## src/pdsc_defines.svh

```systemverilog
`ifndef PDSC_DEFINES_SVH
`define PDSC_DEFINES_SVH

// Register byte offsets on the bus.
`define PDSC_CTRL_OFS 4'h0
`define PDSC_STAT_OFS 4'h4

// Control register field positions.
`define PDSC_CTRL_CODE_LSB 0
`define PDSC_CTRL_REF_BIT  2
`define PDSC_CTRL_VCO_BIT  3
`define PDSC_CTRL_PLL_BIT  4
`define PDSC_CTRL_STOP_BIT 5
`define PDSC_CTRL_W        6

// Reference from crystal, scale by four, PLL on, running, code 00.
`define PDSC_CTRL_RESET 6'h1C

// Status register field positions.
`define PDSC_STAT_LOCK_BIT 0
`define PDSC_STAT_A_BIT    1
`define PDSC_STAT_B_BIT    2
`define PDSC_STAT_SYNC_BIT 3
`define PDSC_STAT_STOP_BIT 4
`define PDSC_STAT_REF_BIT  5

// Divider ratios with the VCO scaled by two; scaling by four doubles them.
`define PDSC_DIV_A_C0  8'h08
`define PDSC_DIV_A_C1  8'h04
`define PDSC_DIV_A_C2  8'h08
`define PDSC_DIV_A_C3  8'h04
`define PDSC_DIV_B_C0  8'h0C
`define PDSC_DIV_B_C1  8'h08
`define PDSC_DIV_B_C2  8'h14
`define PDSC_DIV_B_C3  8'h0C
`define PDSC_DIV_FB_C0 8'h30
`define PDSC_DIV_FB_C1 8'h20
`define PDSC_DIV_FB_C2 8'h50
`define PDSC_DIV_FB_C3 8'h30

// Lock monitor defaults.
`define PDSC_LOCK_TOL  16'h0001
`define PDSC_PERIOD_MAX 16'hFFFF

`endif

```

## src/pdsc_pkg.sv

```systemverilog
`include "pdsc_defines.svh"

package pdsc_pkg;

    typedef struct packed {
        logic       stop;
        logic       pll_enable;
        logic       vco_scale_select;
        logic       ref_select;
        logic [1:0] divider_set_code;
    } pdsc_ctrl_s;

    typedef struct packed {
        logic [7:0] bank_a;
        logic [7:0] bank_b;
        logic [7:0] feedback;
    } pdsc_div_set_s;

    typedef enum logic {
        MON_WAIT = 1'b0,
        MON_MEAS = 1'b1
    } pdsc_mon_e;

    // Divider set for a code; every ratio doubles when the VCO is scaled by four.
    function automatic pdsc_div_set_s pdsc_div_lookup(input logic [1:0] code,
                                                     input logic       vco4);
        pdsc_div_set_s s;
        s = '0;
        unique case (code)
            2'b00: s = '{`PDSC_DIV_A_C0, `PDSC_DIV_B_C0, `PDSC_DIV_FB_C0};
            2'b01: s = '{`PDSC_DIV_A_C1, `PDSC_DIV_B_C1, `PDSC_DIV_FB_C1};
            2'b10: s = '{`PDSC_DIV_A_C2, `PDSC_DIV_B_C2, `PDSC_DIV_FB_C2};
            2'b11: s = '{`PDSC_DIV_A_C3, `PDSC_DIV_B_C3, `PDSC_DIV_FB_C3};
        endcase
        if (vco4)
        begin
            s.bank_a   = s.bank_a << 1;
            s.bank_b   = s.bank_b << 1;
            s.feedback = s.feedback << 1;
        end
        return s;
    endfunction

endpackage

```

## src/pdsc_sync2.sv

```systemverilog
`timescale 1ns/1ps
`default_nettype none

module pdsc_sync2 #(
    parameter int unsigned W = 1
) (
    // Clock and reset.
    input  wire logic         clk_i,
    input  wire logic         rst_i,
    // Asynchronous level in, synchronous level out.
    input  wire logic [W-1:0] d_i,
    output logic      [W-1:0] q_o
);

    logic [W-1:0] meta_q;
    logic [W-1:0] sync_q;

    if (W < 1)
    begin : g_bad_w
        $error("pdsc_sync2: W must be at least 1");
    end

    always_ff @(posedge clk_i)
    begin
        if (rst_i)
        begin
            meta_q <= '0;
            sync_q <= '0;
        end
        else
        begin
            meta_q <= d_i;
            sync_q <= meta_q;
        end
    end

    assign q_o = sync_q;

endmodule

`default_nettype wire

```

## src/pdsc_divider.sv

```systemverilog
`timescale 1ns/1ps
`default_nettype none

module pdsc_divider #(
    parameter int unsigned W = 8
) (
    // Clock and restart.
    input  wire logic         clk_i,
    input  wire logic         rst_i,
    // Count enable and half period in ticks.
    input  wire logic         tick_i,
    input  wire logic [W-1:0] half_i,
    // Divided clock and its rising-edge marker.
    output logic              clk_o,
    output logic              rise_o
);

    logic [W-1:0] cnt_q;
    logic         out_q;

    if (W < 2)
    begin : g_bad_w
        $error("pdsc_divider: W must be at least 2");
    end

    // The first tick after a restart toggles high, so all dividers start aligned.
    always_ff @(posedge clk_i)
    begin
        if (rst_i)
        begin
            cnt_q <= '0;
            out_q <= 1'b0;
        end
        else if (tick_i)
        begin
            if (cnt_q == '0)
            begin
                out_q <= ~out_q;
                cnt_q <= half_i - W'(1);
            end
            else
            begin
                cnt_q <= cnt_q - W'(1);
            end
        end
    end

    assign clk_o  = out_q;
    assign rise_o = tick_i & (cnt_q == '0) & ~out_q;

endmodule

`default_nettype wire

```

## src/pdsc_core.sv

```systemverilog
// Our own choices: the placing of the registers and the Wishbone interface to the registers.
`timescale 1ns/1ps
`default_nettype none

module pdsc_core
    import pdsc_pkg::*;
#(
    parameter int unsigned NUM_A    = 4,
    parameter int unsigned NUM_B    = 3,
    parameter logic [15:0] LOCK_TOL = `PDSC_LOCK_TOL
) (
    // Clock and reset.
    input  wire logic             clk_i,
    input  wire logic             rst_i,
    // Reference clock pins.
    input  wire logic             pclk_i,
    input  wire logic             xtal_i,
    // Wishbone slave.
    input  wire logic             wb_cyc_i,
    input  wire logic             wb_stb_i,
    input  wire logic             wb_we_i,
    input  wire logic [3:0]       wb_adr_i,
    input  wire logic [3:0]       wb_sel_i,
    input  wire logic [31:0]      wb_dat_i,
    output logic      [31:0]      wb_dat_o,
    output logic                  wb_ack_o,
    // Clock outputs.
    output logic      [NUM_A-1:0] bank_a_clocks_o,
    output logic      [NUM_A-1:0] bank_a_clocks_n_o,
    output logic      [NUM_B-1:0] bank_b_clocks_o,
    output logic      [NUM_B-1:0] bank_b_clocks_n_o,
    output logic                  coincidence_flag_out_o,
    output logic                  coincidence_flag_out_n_o
);

    if (NUM_A < 1 || NUM_B < 1)
    begin : g_bad_banks
        $error("pdsc_core: each bank needs at least one output");
    end

    pdsc_ctrl_s    ctrl_q;
    pdsc_ctrl_s    ctrl_d;
    pdsc_div_set_s div_set;
    logic          cfg_change_q;
    logic          restart;
    logic [1:0]    ref_pins;
    logic          ref_level;
    logic          ref_prev_q;
    logic          ref_rise;
    logic          tick;
    logic [1:0][7:0] div_full;
    logic [1:0]    div_clk;
    logic [1:0]    div_rise;
    logic          coinc_q;
    logic          first_q;
    logic [NUM_A-1:0] bank_a_q;
    logic [NUM_A-1:0] bank_a_n_q;
    logic [NUM_B-1:0] bank_b_q;
    logic [NUM_B-1:0] bank_b_n_q;
    logic          coinc_n_q;
    logic          coinc_out_q;
    pdsc_mon_e     mon_q;
    logic [15:0]   period_q;
    logic          lock_q;
    logic [16:0]   fb_wide;
    logic [16:0]   per_wide;
    logic          in_window;
    logic          ack_q;
    logic [31:0]   rdat_q;
    logic          wr_ctrl;
    logic [1:0][7:0] gap_q;
    logic [1:0]    seen_q;

    // Register bus: one-cycle answer, write lands on the acknowledging edge.
    assign wr_ctrl = wb_cyc_i & wb_stb_i & wb_we_i & ack_q & wb_sel_i[0]
                   & (wb_adr_i == `PDSC_CTRL_OFS);
    assign ctrl_d  = pdsc_ctrl_s'(wb_dat_i[`PDSC_CTRL_W-1:0]);

    always_ff @(posedge clk_i)
    begin
        if (rst_i)
        begin
            ack_q  <= 1'b0;
            rdat_q <= 32'h0000_0000;
        end
        else
        begin
            ack_q <= wb_cyc_i & wb_stb_i & ~ack_q;
            if (wb_cyc_i & wb_stb_i & ~ack_q)
            begin
                unique case (wb_adr_i)
                    `PDSC_CTRL_OFS: rdat_q <= {26'h000_0000, ctrl_q};
                    `PDSC_STAT_OFS: rdat_q <= {26'h000_0000, ref_level, restart,
                                               coinc_q, div_clk[1], div_clk[0], lock_q};
                    default:        rdat_q <= 32'h0000_0000;
                endcase
            end
        end
    end

    assign wb_ack_o = ack_q;
    assign wb_dat_o = rdat_q;

    always_ff @(posedge clk_i)
    begin
        if (rst_i)
        begin
            ctrl_q <= pdsc_ctrl_s'(`PDSC_CTRL_RESET);
        end
        else if (wr_ctrl)
        begin
            ctrl_q <= ctrl_d;
        end
    end

    // A change of selection restarts all dividers so the banks realign.
    always_ff @(posedge clk_i)
    begin
        if (rst_i)
        begin
            cfg_change_q <= 1'b0;
        end
        else
        begin
            cfg_change_q <= wr_ctrl & (ctrl_d[`PDSC_CTRL_PLL_BIT:0]
                                       != ctrl_q[`PDSC_CTRL_PLL_BIT:0]);
        end
    end

    assign restart = rst_i | ctrl_q.stop | cfg_change_q;

    // Reference pins are asynchronous and pass two flip-flops first.
    pdsc_sync2 #(
        .W (2)
    ) u_ref_sync (
        .clk_i (clk_i),
        .rst_i (rst_i),
        .d_i   ({xtal_i, pclk_i}),
        .q_o   (ref_pins)
    );

    assign ref_level = ctrl_q.ref_select ? ref_pins[1] : ref_pins[0];

    always_ff @(posedge clk_i)
    begin
        if (rst_i)
        begin
            ref_prev_q <= 1'b0;
        end
        else
        begin
            ref_prev_q <= ref_level;
        end
    end

    assign ref_rise = ref_level & ~ref_prev_q;

    // The system clock stands for the VCO; in bypass the reference replaces it.
    assign tick    = ctrl_q.pll_enable ? 1'b1 : ref_rise;
    assign div_set = pdsc_div_lookup(ctrl_q.divider_set_code,
                                     ctrl_q.vco_scale_select);
    assign div_full[0] = div_set.bank_a;
    assign div_full[1] = div_set.bank_b;

    for (genvar i = 0; i < 2; i++)
    begin : g_bank_div
        pdsc_divider #(
            .W (8)
        ) u_div (
            .clk_i  (clk_i),
            .rst_i  (restart),
            .tick_i (tick),
            .half_i ({1'b0, div_full[i][7:1]}),
            .clk_o  (div_clk[i]),
            .rise_o (div_rise[i])
        );
    end

    // Sync flag holds from one coincident rising edge until the next tick.
    always_ff @(posedge clk_i)
    begin
        if (restart)
        begin
            coinc_q <= 1'b0;
        end
        else if (tick)
        begin
            coinc_q <= div_rise[0] & div_rise[1];
        end
    end

    // Outputs stop low while held; the flag is delayed with the banks to mark their edges.
    always_ff @(posedge clk_i)
    begin
        if (restart)
        begin
            bank_a_q   <= '0;
            bank_a_n_q <= '1;
            bank_b_q   <= '0;
            bank_b_n_q <= '1;
            coinc_out_q <= 1'b0;
            coinc_n_q  <= 1'b1;
        end
        else
        begin
            bank_a_q   <= {NUM_A{div_clk[0]}};
            bank_a_n_q <= {NUM_A{~div_clk[0]}};
            bank_b_q   <= {NUM_B{div_clk[1]}};
            bank_b_n_q <= {NUM_B{~div_clk[1]}};
            coinc_out_q <= coinc_q;
            coinc_n_q  <= ~coinc_q;
        end
    end

    assign bank_a_clocks_o          = bank_a_q;
    assign bank_a_clocks_n_o        = bank_a_n_q;
    assign bank_b_clocks_o          = bank_b_q;
    assign bank_b_clocks_n_o        = bank_b_n_q;
    assign coincidence_flag_out_o   = coinc_out_q;
    assign coincidence_flag_out_n_o = coinc_n_q;

    // Lock monitor: VCO cycles per reference period must match the feedback ratio.
    assign fb_wide   = {9'h000, div_set.feedback};
    assign per_wide  = {1'b0, period_q};
    assign in_window = (per_wide + {1'b0, LOCK_TOL} >= fb_wide)
                     & (per_wide <= fb_wide + {1'b0, LOCK_TOL});

    always_ff @(posedge clk_i)
    begin
        if (restart)
        begin
            mon_q    <= MON_WAIT;
            period_q <= 16'h0000;
            lock_q   <= 1'b0;
        end
        else if (ref_rise)
        begin
            period_q <= 16'h0001;
            mon_q    <= MON_MEAS;
            if (mon_q == MON_MEAS)
            begin
                lock_q <= ctrl_q.pll_enable & in_window;
            end
        end
        else if (period_q == `PDSC_PERIOD_MAX)
        begin
            // Reference lost: lock drops until the reference returns and a full period is measured again.
            mon_q  <= MON_WAIT;
            lock_q <= 1'b0;
        end
        else
        begin
            period_q <= period_q + 16'h0001;
        end
    end

    // Helper logic for the checks below.
    always_ff @(posedge clk_i)
    begin
        if (restart)
        begin
            first_q <= 1'b1;
            gap_q   <= '0;
            seen_q  <= 2'b00;
        end
        else if (tick)
        begin
            first_q <= 1'b0;
            for (int i = 0; i < 2; i++)
            begin
                if (div_rise[i])
                begin
                    gap_q[i]  <= 8'h01;
                    seen_q[i] <= 1'b1;
                end
                else
                begin
                    gap_q[i] <= gap_q[i] + 8'h01;
                end
            end
        end
    end
endmodule

`default_nettype wire

```

## config.mk

```make
export PLATFORM = sky130hd
export DESIGN_NAME = pdsc_core
export DESIGN_NICKNAME = d
export VERILOG_FILES = /design/src/pdsc_pkg.sv /design/src/pdsc_sync2.sv /design/src/pdsc_divider.sv /design/src/pdsc_core.sv
export VERILOG_INCLUDE_DIRS = /design/src /design/src/src
export SDC_FILE = /design/constraint.sdc
export NUM_CORES = 1
export LEC_CHECK = 0
export BUFFER_PORTS_ARGS = -buffer_cell sky130_fd_sc_hd__buf_2
export CAP_MARGIN = 15
export CORE_MARGIN = 2
export CORE_UTILIZATION = 52
export DETAILED_ROUTE_END_ITERATION = 10
export PLACE_DENSITY = 0.76
export SYNTH_ARGS = -nofsm -noshare
export SYNTH_HDL_FRONTEND = slang
export SYNTH_SLANG_ARGS = --single-unit
```

## constraint.sdc

```tcl
create_clock -name clk_i -period 2.95 [get_ports clk_i]
set_input_delay 0.295 -clock clk_i [delete_from_list [all_inputs] [get_ports clk_i]]
set_output_delay 0.295 -clock clk_i [all_outputs]
set_load 0.01 [all_outputs]
```

After elaboration in Yosys (flattened, before gate mapping)
Cells that the tools add are included.
{"block": "word_totals", "reg_bits": 88}
{"block": "classes", "magnitude_cmp": 2, "n_mux": 13, "eq_ne": 8, "n_reduce_logical": 9, "bitwise": 22, "addsub": 7}
{"op": "24-bit one-hot mux with 4 select lines", "n": 1}
{"op": "24-bit two-way mux", "n": 1}
{"op": "16-bit by 1-bit adder with 17-bit output, second input constant", "n": 1}
{"op": "17-bit by 8-bit >= comparator with 1-bit output", "n": 1}
{"op": "16-bit by 1-bit adder with 16-bit output, second input constant", "n": 1}
{"op": "16-bit == test, second input constant", "n": 1}
{"op": "16-bit by 9-bit less-or-equal comparator with 1-bit output", "n": 1}
{"op": "8-bit zero test", "n": 2}
{"op": "8-bit two-way mux", "n": 2}
{"op": "7-bit by 1-bit subtractor with 8-bit output, second input constant", "n": 2}
{"op": "8-bit by 1-bit subtractor with 8-bit output, second input constant", "n": 2}
{"op": "1-bit bitwise AND", "n": 15}
{"op": "6-bit one-hot mux with 2 select lines", "n": 1}
{"op": "8-bit by 1-bit adder with 9-bit output, second input constant", "n": 1}
{"op": "1-bit two-way mux", "n": 8}
{"op": "2-bit AND reduction", "n": 3}
{"op": "5-bit inequality test", "n": 1}
{"op": "1-bit NOT", "n": 5}
{"op": "2-bit == test, second input constant", "n": 2}
{"op": "4-bit by 3-bit == test with 1-bit output, second input constant", "n": 1}
{"op": "4-bit zero test", "n": 1}
{"op": "2-bit by 1-bit == test with 1-bit output, second input constant", "n": 1}
{"op": "2-bit zero test", "n": 1}
{"op": "2-bit by 1-bit inequality test with 1-bit output, second input constant", "n": 1}
{"op": "other kinds (4)", "n": 5}

Depth between registers and ports, before layout
Gate-level depths: netlist of run 1.
{"block": "depth", "depth_word": 9, "ltp_mapped": 11, "ltp_nobuf": 11}

Modules after synthesis
A second synthesis of run 1 with hierarchy kept.
{"block": "hier_totals", "cells_unflattened": 448, "hier_area_um2": 3793.6}
{"mod": "pdsc_core", "area_per_inst_um2": 2442.3, "cells_per_inst": 290, "instances": 1, "seq_area_each_um2": 800.8}
{"mod": "pdsc_divider", "area_per_inst_um2": 623.1, "cells_per_inst": 75, "instances": 2, "seq_area_each_um2": 180.2}
{"mod": "pdsc_sync2", "area_per_inst_um2": 105.1, "cells_per_inst": 8, "instances": 1, "seq_area_each_um2": 80.1}

Worst setup path after synthesis of run 1
Ideal clock, no wire load.
{"block": "synth_path", "path_type": "reg-to-reg", "from": "reg period_q[1]", "to": "reg lock_q", "setup_slack_ps": 712, "t_arrival_ps": 2119, "n_path_buf": 0, "t_required_ps": 2831, "path_stages_with_launch": 12, "path_cell_list": "dfxtp_1 ha_1 nand3_4 nor2_1 xnor2_1 inv_1 ha_1 nand2_1 o21ai_0 nor4b_1 a311oi_1 o21bai_1"}
{"block": "synth_via", "elab_chain_cells": 6, "word_cells_on_any_way": 10, "cone_classes": "add/sub (1); order compare (2); eq/ne (1); mux (2); bitwise (2); reduce/logical (2)"}
{"element": "from (decl)", "line_no": "pdsc_core.sv:63", "source": "logic [15:0] period_q;"}
{"element": "from (signal assigned)", "line_no": "pdsc_core.sv:253", "source": "period_q <= period_q + 16'h0001;"}
{"element": "16-bit by 1-bit adder with 17-bit output", "line_no": "pdsc_core.sv:225", "source": "assign in_window = (per_wide + {1'b0, LOCK_TOL} >= fb_wide)"}
{"element": "17-bit by 8-bit >= comparator with 1-bit output", "line_no": "pdsc_core.sv:225"}
{"element": "1-bit bitwise AND", "line_no": "pdsc_core.sv:226", "source": "& (per_wide <= fb_wide + {1'b0, LOCK_TOL});"}
{"element": "1-bit bitwise AND", "line_no": "pdsc_core.sv:242", "source": "lock_q <= ctrl_q.pll_enable & in_window;"}
{"element": "1-bit two-way mux", "line_no": "pdsc_core.sv:240", "source": "if (mon_q == MON_MEAS)"}
{"element": "1-bit two-way mux", "line_no": "pdsc_core.sv:236", "source": "else if (ref_rise)"}
{"element": "to (signal assigned)", "line_no": "pdsc_core.sv:242"}
{"element": "to (decl)", "line_no": "pdsc_core.sv:64", "source": "logic lock_q;"}
Several ways; a longest one is shown, not always the timed one. The select of a mux whose other input is x is not followed.
A chain may end at the register's enable or synchronous reset.

Worst setup path after layout of run 1
Ends and elaborated chain as after synthesis.

==> results_dict.tcl, run 1 <==
set metrics [dict create \
    async_flop_share 0 \
    worstPathArrival_ns 2.85 \
    pwr_density_cell_nw_per_um2 557.5 \
    postCtsResizedCells 0 \
    warning_count_from_the_yosys_run 0 \
    synth-xor-area-share 0.07752 \
    core.rowCount 29 \
    p_leak_nw 1.541 \
    area_growth_pct 8.047 \
    timing.critical_path.fanout_max 9 \
    skew_ns 0.005187 \
    final_setup_fails 0 \
    synthesis.instances 400 \
    worstSetupPathType "flip-flop to flip-flop" \
    synth_compound_area_frac 0.1292 \
    final_antenna_net_count 0 \
    power_report.internal_total_w 0.001431 \
    final_layout_size_suffix_gt1_frac 0.1824 \
    ctsHtreeMaxLevel 3 \
    die-width_um 84.74 \
    max_clock_freq_ghz 0.3826 \
    maximum_number_of_pins_on_one_net_before_global_route_repair 22 \
    clock_sinks 62 \
    synth_mux_area_frac 0.03728 \
    setup_ws_ns 0.3362 \
    clk_root_buffer_cell "clkbuf_8" \
    grt_setup_unrepaired "false" \
    track_usage 0.1936 \
    place.detailed.hpwl_um 4886 \
    most-common-layout-cells "dfxtp_1 (62), nor2_1 (51), buf_2 (40), a21oi_1 (29), conb_1 (26)" \
    number_of_global_route_vias_before_repair 2473 \
    worst_pin_slew_ns 0.7082 \
    ys_ff_latch 62 \
    multiInputGateArea_um2 1846 \
    timing.critical_path.from_type "flip-flop" \
    route.vias.total 2732 \
    post_cts.repair.setup_buffers 0 \
    core_area_um2 6314 \
    synth_top_flop_cell "dfxtp_1" \
    cts_inserted_buffers 9 \
    initial_core_util 0.5369 \
    place_worst_setup_slack_ns 0.3818 \
    final_common_cell "dfxtp_1" \
    synth_top_family_by_area "simple AND/OR/NAND/NOR gates" \
    vias_per_cell 5.357 \
    final_period_minus_worst_setup_slack_ns 2.614 \
    layout.cell_area.non_filler_um2 3662 \
    overall_die_area_um2 7180 \
    holdBufCountCts 0 \
    switchingPower_w 0.0006112 \
    vdd_ir_drop_max_v 0.0004253 \
    num_io_pins 96 \
    min_path_type "input port to flip-flop" \
    synth-edff-count 0 \
    route.detailed.wl_per_inst_um 13.14 \
    final-max-slew-violation-count 0 \
    drv_cap 0 \
    timing_hold_violations_final 0 \
    post_synth_instance_area_um2 3390 \
    register_share_of_total_power 0.483 \
    slew_headroom 0.5242 \
    timing.final.crit_share 0.8860 \
    worst-endpoint-required_ns 3.18 \
    clkTransAtPathRegs_ns 0.06 \
    clk_latency_ns 0.35 \
    antenna_cells_inserted 0 \
    setup-tns-final_ns 0 \
    power_frac_clock 0.321 \
    nFillCells 579 \
    final_nets 490 \
    portBuffers 40 \
    synthAdderAreaFrac 0.05168 \
    status "finished clean" \
    drtPass1Iterations 4 \
    chipHeight_um 84.74 \
    overall_overflow_remaining_after_global_route 0 \
    register_area_um2 1241 \
    drt_iter0_drc 117 \
    placed_area_um2 3488 \
    route.detailed.drc 0 \
    p_comb_frac 0.196 \
    cts-root-to-sink-buffers 2 \
    gpl.final_weighted_congestion 0.9099 \
    grt_pass1_wl_um 11050 \
    syn-mean-instance-area_um2 8.474 \
    initial_antenna_violation_count 0 \
    p_sw_frac 0.2993 \
    synth_area_in_simple_gates 0.2200 \
    worst_setup_path_end_kind "flip-flop" \
    wirelength_um 6703 \
    cts_tree "built" \
    synth-seq-area-share 0.3662 \
    post_synth_num_cell_types 50 \
    report.power.total_w 0.002042 \
]
-- per-layer routing --
layer | global-route usage | vias to the layer above | wire length [µm] | part of all wire
li1 | - | 1371 | - | -
met2 | 0.3221 | 79 | 3200 | 0.48
met4 | 0.07937 | 0 | 152 | 0.023
met5 | 0 | - | 0 | 0
met1 | 0.2347 | 1267 | 2999 | 0.45
met3 | 0.05605 | 15 | 352 | 0.053
-- critical path, cell delays in order (launching register included) --
cell      delay (ns)
dfxtp_1         0.46
ha_1            0.35
nand3_4         0.17
nor2_1          0.21
xnor2_1         0.17
inv_1           0.08
ha_1            0.29
nand2_1         0.07
o21ai_0         0.08
nor4b_1         0.29
a311oi_1        0.14
o21bai_1        0.18
-- area by class of cell --
class                   instances  area share
clock inverters                 4    0.006150
flip-flops and latches         62      0.3389
clock buffers                  11     0.04134
well taps                      77     0.02631
inverters                      16     0.01640
multi-input cells             294      0.5039
repair buffers                 46     0.06696
-- worst paths after layout --
| kind | from | to | slack [ns] | depth (start not counted) |
|---|---|---|---|---|
| min reg2reg | u_ref_sync.meta_q[1] | u_ref_sync.q_o[1] | 0.44 | 1 |
| max reg2reg | period_q[1] | lock_q | 0.34 | 11 |
| min | xtal_i | u_ref_sync.meta_q[1] | 0.16 | 2 |
| max | period_q[1] | lock_q | 0.34 | 11 |
-- power by group through the flow --
stage                     sequential (W)  combinational (W)  clock (W)
after floorplan                 0.000995           0.000359          0
after global placement           0.00100           0.000389          0
after detailed placement         0.00100           0.000398          0
after CTS                       0.000986           0.000403   0.000670
after global routing            0.000997           0.000456   0.000700
final                           0.000986           0.000400   0.000656
-- metrics by stage --
stage                     std cells    util  hold WS, ns
after detailed placement        495  0.5525       0.4256
after CTS                       510  0.5801       0.1618
final                           510  0.5801       0.1649
after global placement          495  0.5525       0.4192
after floorplan                 425       -       0.4108
after global routing            510  0.5801       0.1700
-- cells in the mapped netlist (all sizes together) (4+ instances only) --
library cell | number | area (µm²)
nand4 | 6 | 37.54
or3 | 5 | 32.53
clkbuf | 14 | 52.55
nor3 | 8 | 45.04
nand2 | 25 | 93.84
xor2 | 15 | 131.4
inv | 16 | 60.06
xnor2 | 15 | 131.4
nor2 | 52 | 197.7
a21oi | 29 | 145.1
dfxtp | 62 | 1241
mux2 | 5 | 56.30
a211oi | 5 | 37.54
buf | 39 | 284.0
nor4 | 4 | 40.04
a22oi | 6 | 45.04
a311oi | 4 | 35.03
mux2i | 7 | 70.07
nand3 | 13 | 77.58
ha | 14 | 175.2
o21ai | 9 | 45.04
nor2b | 12 | 75.07
-- logic make-up after synthesis --
logic type | count (synthesis)
buffers and inverters | 69
AND/OR/NAND/NOR | 145
multiplexers | 12
XOR/XNOR | 30
flip-flops | 62
other | 1
adder cells (fa/ha/maj) | 14
AO/OA/AOI/OAI | 67
-- state kept, by name, indices dropped and copies added (netlist names) --
signal                    count
lock_q                        1
coincidence_flag_out_n_o      1
coincidence_flag_out_o        1
bank_a_clocks_n_o             1
bank_b_clocks_n_o             1
wb_ack_o                      1
period_q                     16
cfg_change_q                  1
ctrl_q                        6
g_bank_div.u_div.clk_o        2
u_ref_sync.q_o                2
wb_dat_o                      6
coinc_q                       1
g_bank_div.u_div.cnt_q       16
u_ref_sync.meta_q             2
bank_a_clocks_o               1
mon_q                         1
ref_prev_q                    1
bank_b_clocks_o               1
Note: power is estimated with default switching activity, not from simulation.
==> run 2: changes to the inputs <==
- CORE_MARGIN: 2 -> default
==> run 2 against run 1 <==
Net effect: via count is 0.15% higher; first-iteration DRC count is 16% higher; die area is 4.7% lower; routed wire length is 0.70% higher; sequential share of layout area is 0.45 points lower; count of clock-buffer cells in the layout is 1 higher; clock power is 23% higher; register-to-register slack better by 0.11 ns; final cell count is 0.39% higher.
==> results_dict.tcl, run 2 (synthesis results as in run 1) <==
set metrics [dict create \
    final_setup_fails 0 \
    ctsHtreeMaxLevel 3 \
    vdd_ir_drop_max_v 0.0003732 \
    final_period_minus_worst_setup_slack_ns 2.507 \
    most-common-layout-cells "dfxtp_1 (62), nor2_1 (51), buf_2 (40), a21oi_1 (29), conb_1 (26)" \
    timing.critical_path.slowest_cell_delay_ns 0.47 \
    worst-endpoint-required_ns 3.18 \
    worstPathArrival_ns 2.73 \
    nFillCells 575 \
    critical_path.cell_chain "ha_1 > nand3_4 > nor2_1 > xnor2_1 > inv_1 > ha_1 > nand2_1 > o21ai_0 > nor4b_1 > a311oi_1 > o21bai_1" \
    timing.critical_path.from_type "flip-flop" \
    max_clock_freq_ghz 0.3990 \
    critical_path.slowest_cell "dfxtp_1" \
    register_area_um2 1241 \
    clk_root_buffer_cell "clkbuf_8" \
    worstSetupPathType "flip-flop to flip-flop" \
    min_path_type "input port to flip-flop" \
    num_io_pins 96 \
    overall_overflow_remaining_after_global_route 0 \
    setup_ws_ns 0.4434 \
    pwr_density_cell_nw_per_um2 592.4 \
    clock_sinks 62 \
    setup-tns-final_ns 0 \
    cts-root-to-sink-buffers 2 \
    number_of_global_route_vias_before_repair 2346 \
    multiInputGateArea_um2 1846 \
    drt_iter0_drc 136 \
    area_growth_pct 9.487 \
    core.rowCount 29 \
    final-max-slew-violation-count 0 \
    worstPathBufferInverterCount 1 \
    core_area_um2 6314 \
    timing_hold_violations_final 0 \
    cts_tree "built" \
    worst_pin_slew_ns 0.6754 \
    initial_core_util 0.5369 \
    route.vias.total 2736 \
    timing.critical_path.fanout_max 9 \
    final_layout_size_suffix_gt1_frac 0.1816 \
    grt_setup_unrepaired "false" \
    p_leak_nw 1.566 \
    gpl.final_weighted_congestion 0.8756 \
    postCtsResizedCells 0 \
    skew_ns 0.007507 \
    place_inst 496 \
    initial_antenna_violation_count 0 \
    die-width_um 82.74 \
    route.detailed.drc 0 \
    cp_common_cell "ha_1" \
    cts_inserted_buffers 9 \
    slew_headroom 0.5462 \
    clkTransAtPathRegs_ns 0.07 \
    portBuffers 40 \
    final_nets 491 \
    maximum_number_of_pins_on_one_net_before_global_route_repair 22 \
    route.detailed.wl_per_inst_um 13.18 \
    antenna_cells_inserted 0 \
    track_usage 0.2085 \
    drtPass1Iterations 5 \
    critical-path-top-delay-family "simple AND/OR/NAND/NOR gates" \
    worst_setup_path_end_kind "flip-flop" \
    final_antenna_net_count 0 \
    chipHeight_um 82.74 \
    final_common_cell "dfxtp_1" \
    grt_pass1_wl_um 10760 \
    timing.final.crit_share 0.8497 \
    vias_per_cell 5.344 \
    wirelength_um 6750 \
    holdBufCountCts 0 \
    top_regs "g_bank_div.u_div.cnt_q (16), period_q (16)" \
    overall_die_area_um2 6845 \
    post_layout_nonfiller_instances 512 \
    post_cts.repair.setup_buffers 0 \
    status "finished clean" \
    clk_latency_ns 0.34 \
    drv_cap 0 \
    place_worst_setup_slack_ns 0.4260 \
    place.detailed.hpwl_um 4873 \
]
[run 2: cell type report]
type / count / area share
Clock buffer: 12 / 0.03911
Clock inverter: 4 / 0.01888
Inverter: 16 / 0.01618
Multi-Input combinational cell: 294 / 0.4973
Sequential cell: 62 / 0.3345
Tap cell: 77 / 0.02596
Timing Repair Buffer: 47 / 0.06811
[run 2: stage by stage]
stage | util | area [µm²] | power, W | hold slack [ns]
2_1_floorplan | - | 3483 | 0.001354 | 0.4108
3_3_place_gp | 0.5537 | 3496 | 0.001388 | 0.4178
3_5_place_dp | 0.5537 | 3496 | 0.001406 | 0.4237
4_1_cts | 0.5878 | 3711 | 0.002215 | 0.1595
5_1_grt | 0.5878 | 3711 | 0.002320 | 0.1696
6_report | 0.5878 | 3711 | 0.002198 | 0.1719
[run 2: worst register-to-register path, stage by stage, from the launching register on]
cell      delay (ns)
dfxtp_1         0.47
ha_1            0.33
nand3_4         0.16
nor2_1          0.17
xnor2_1         0.15
inv_1           0.07
ha_1            0.28
nand2_1         0.08
o21ai_0         0.09
nor4b_1         0.30
a311oi_1        0.13
o21bai_1        0.18
[run 2: final timing paths]
kind | start | endpoint | slack (ns) | depth (start not counted)
worst max-delay path | period_q[1] | lock_q | 0.44 | 11
worst min-delay path | pclk_i | u_ref_sync.meta_q[0] | 0.17 | 2
worst max register to register | period_q[1] | lock_q | 0.44 | 11
worst min register to register | u_ref_sync.meta_q[1] | u_ref_sync.q_o[1] | 0.44 | 1
[run 2: power by group]
group          leakage, nW  total [W]  internal [W]  switching (W)
Clock                0.110   0.000810      0.000496       0.000314
Sequential           0.505   0.000986      0.000917      0.0000688
Combinational        0.950   0.000403      0.000173       0.000229
Total                 1.57    0.00220       0.00159       0.000612
[run 2: per-layer routing]
layer,share of wire,vias up,wire [µm],track usage
met3,0.042,11,283,0.05495
met1,0.44,1290,2969,0.2547
li1,-,1375,-,-
met5,0,-,0,0
met2,0.50,60,3388,0.3451
met4,0.016,0,109,0.08621
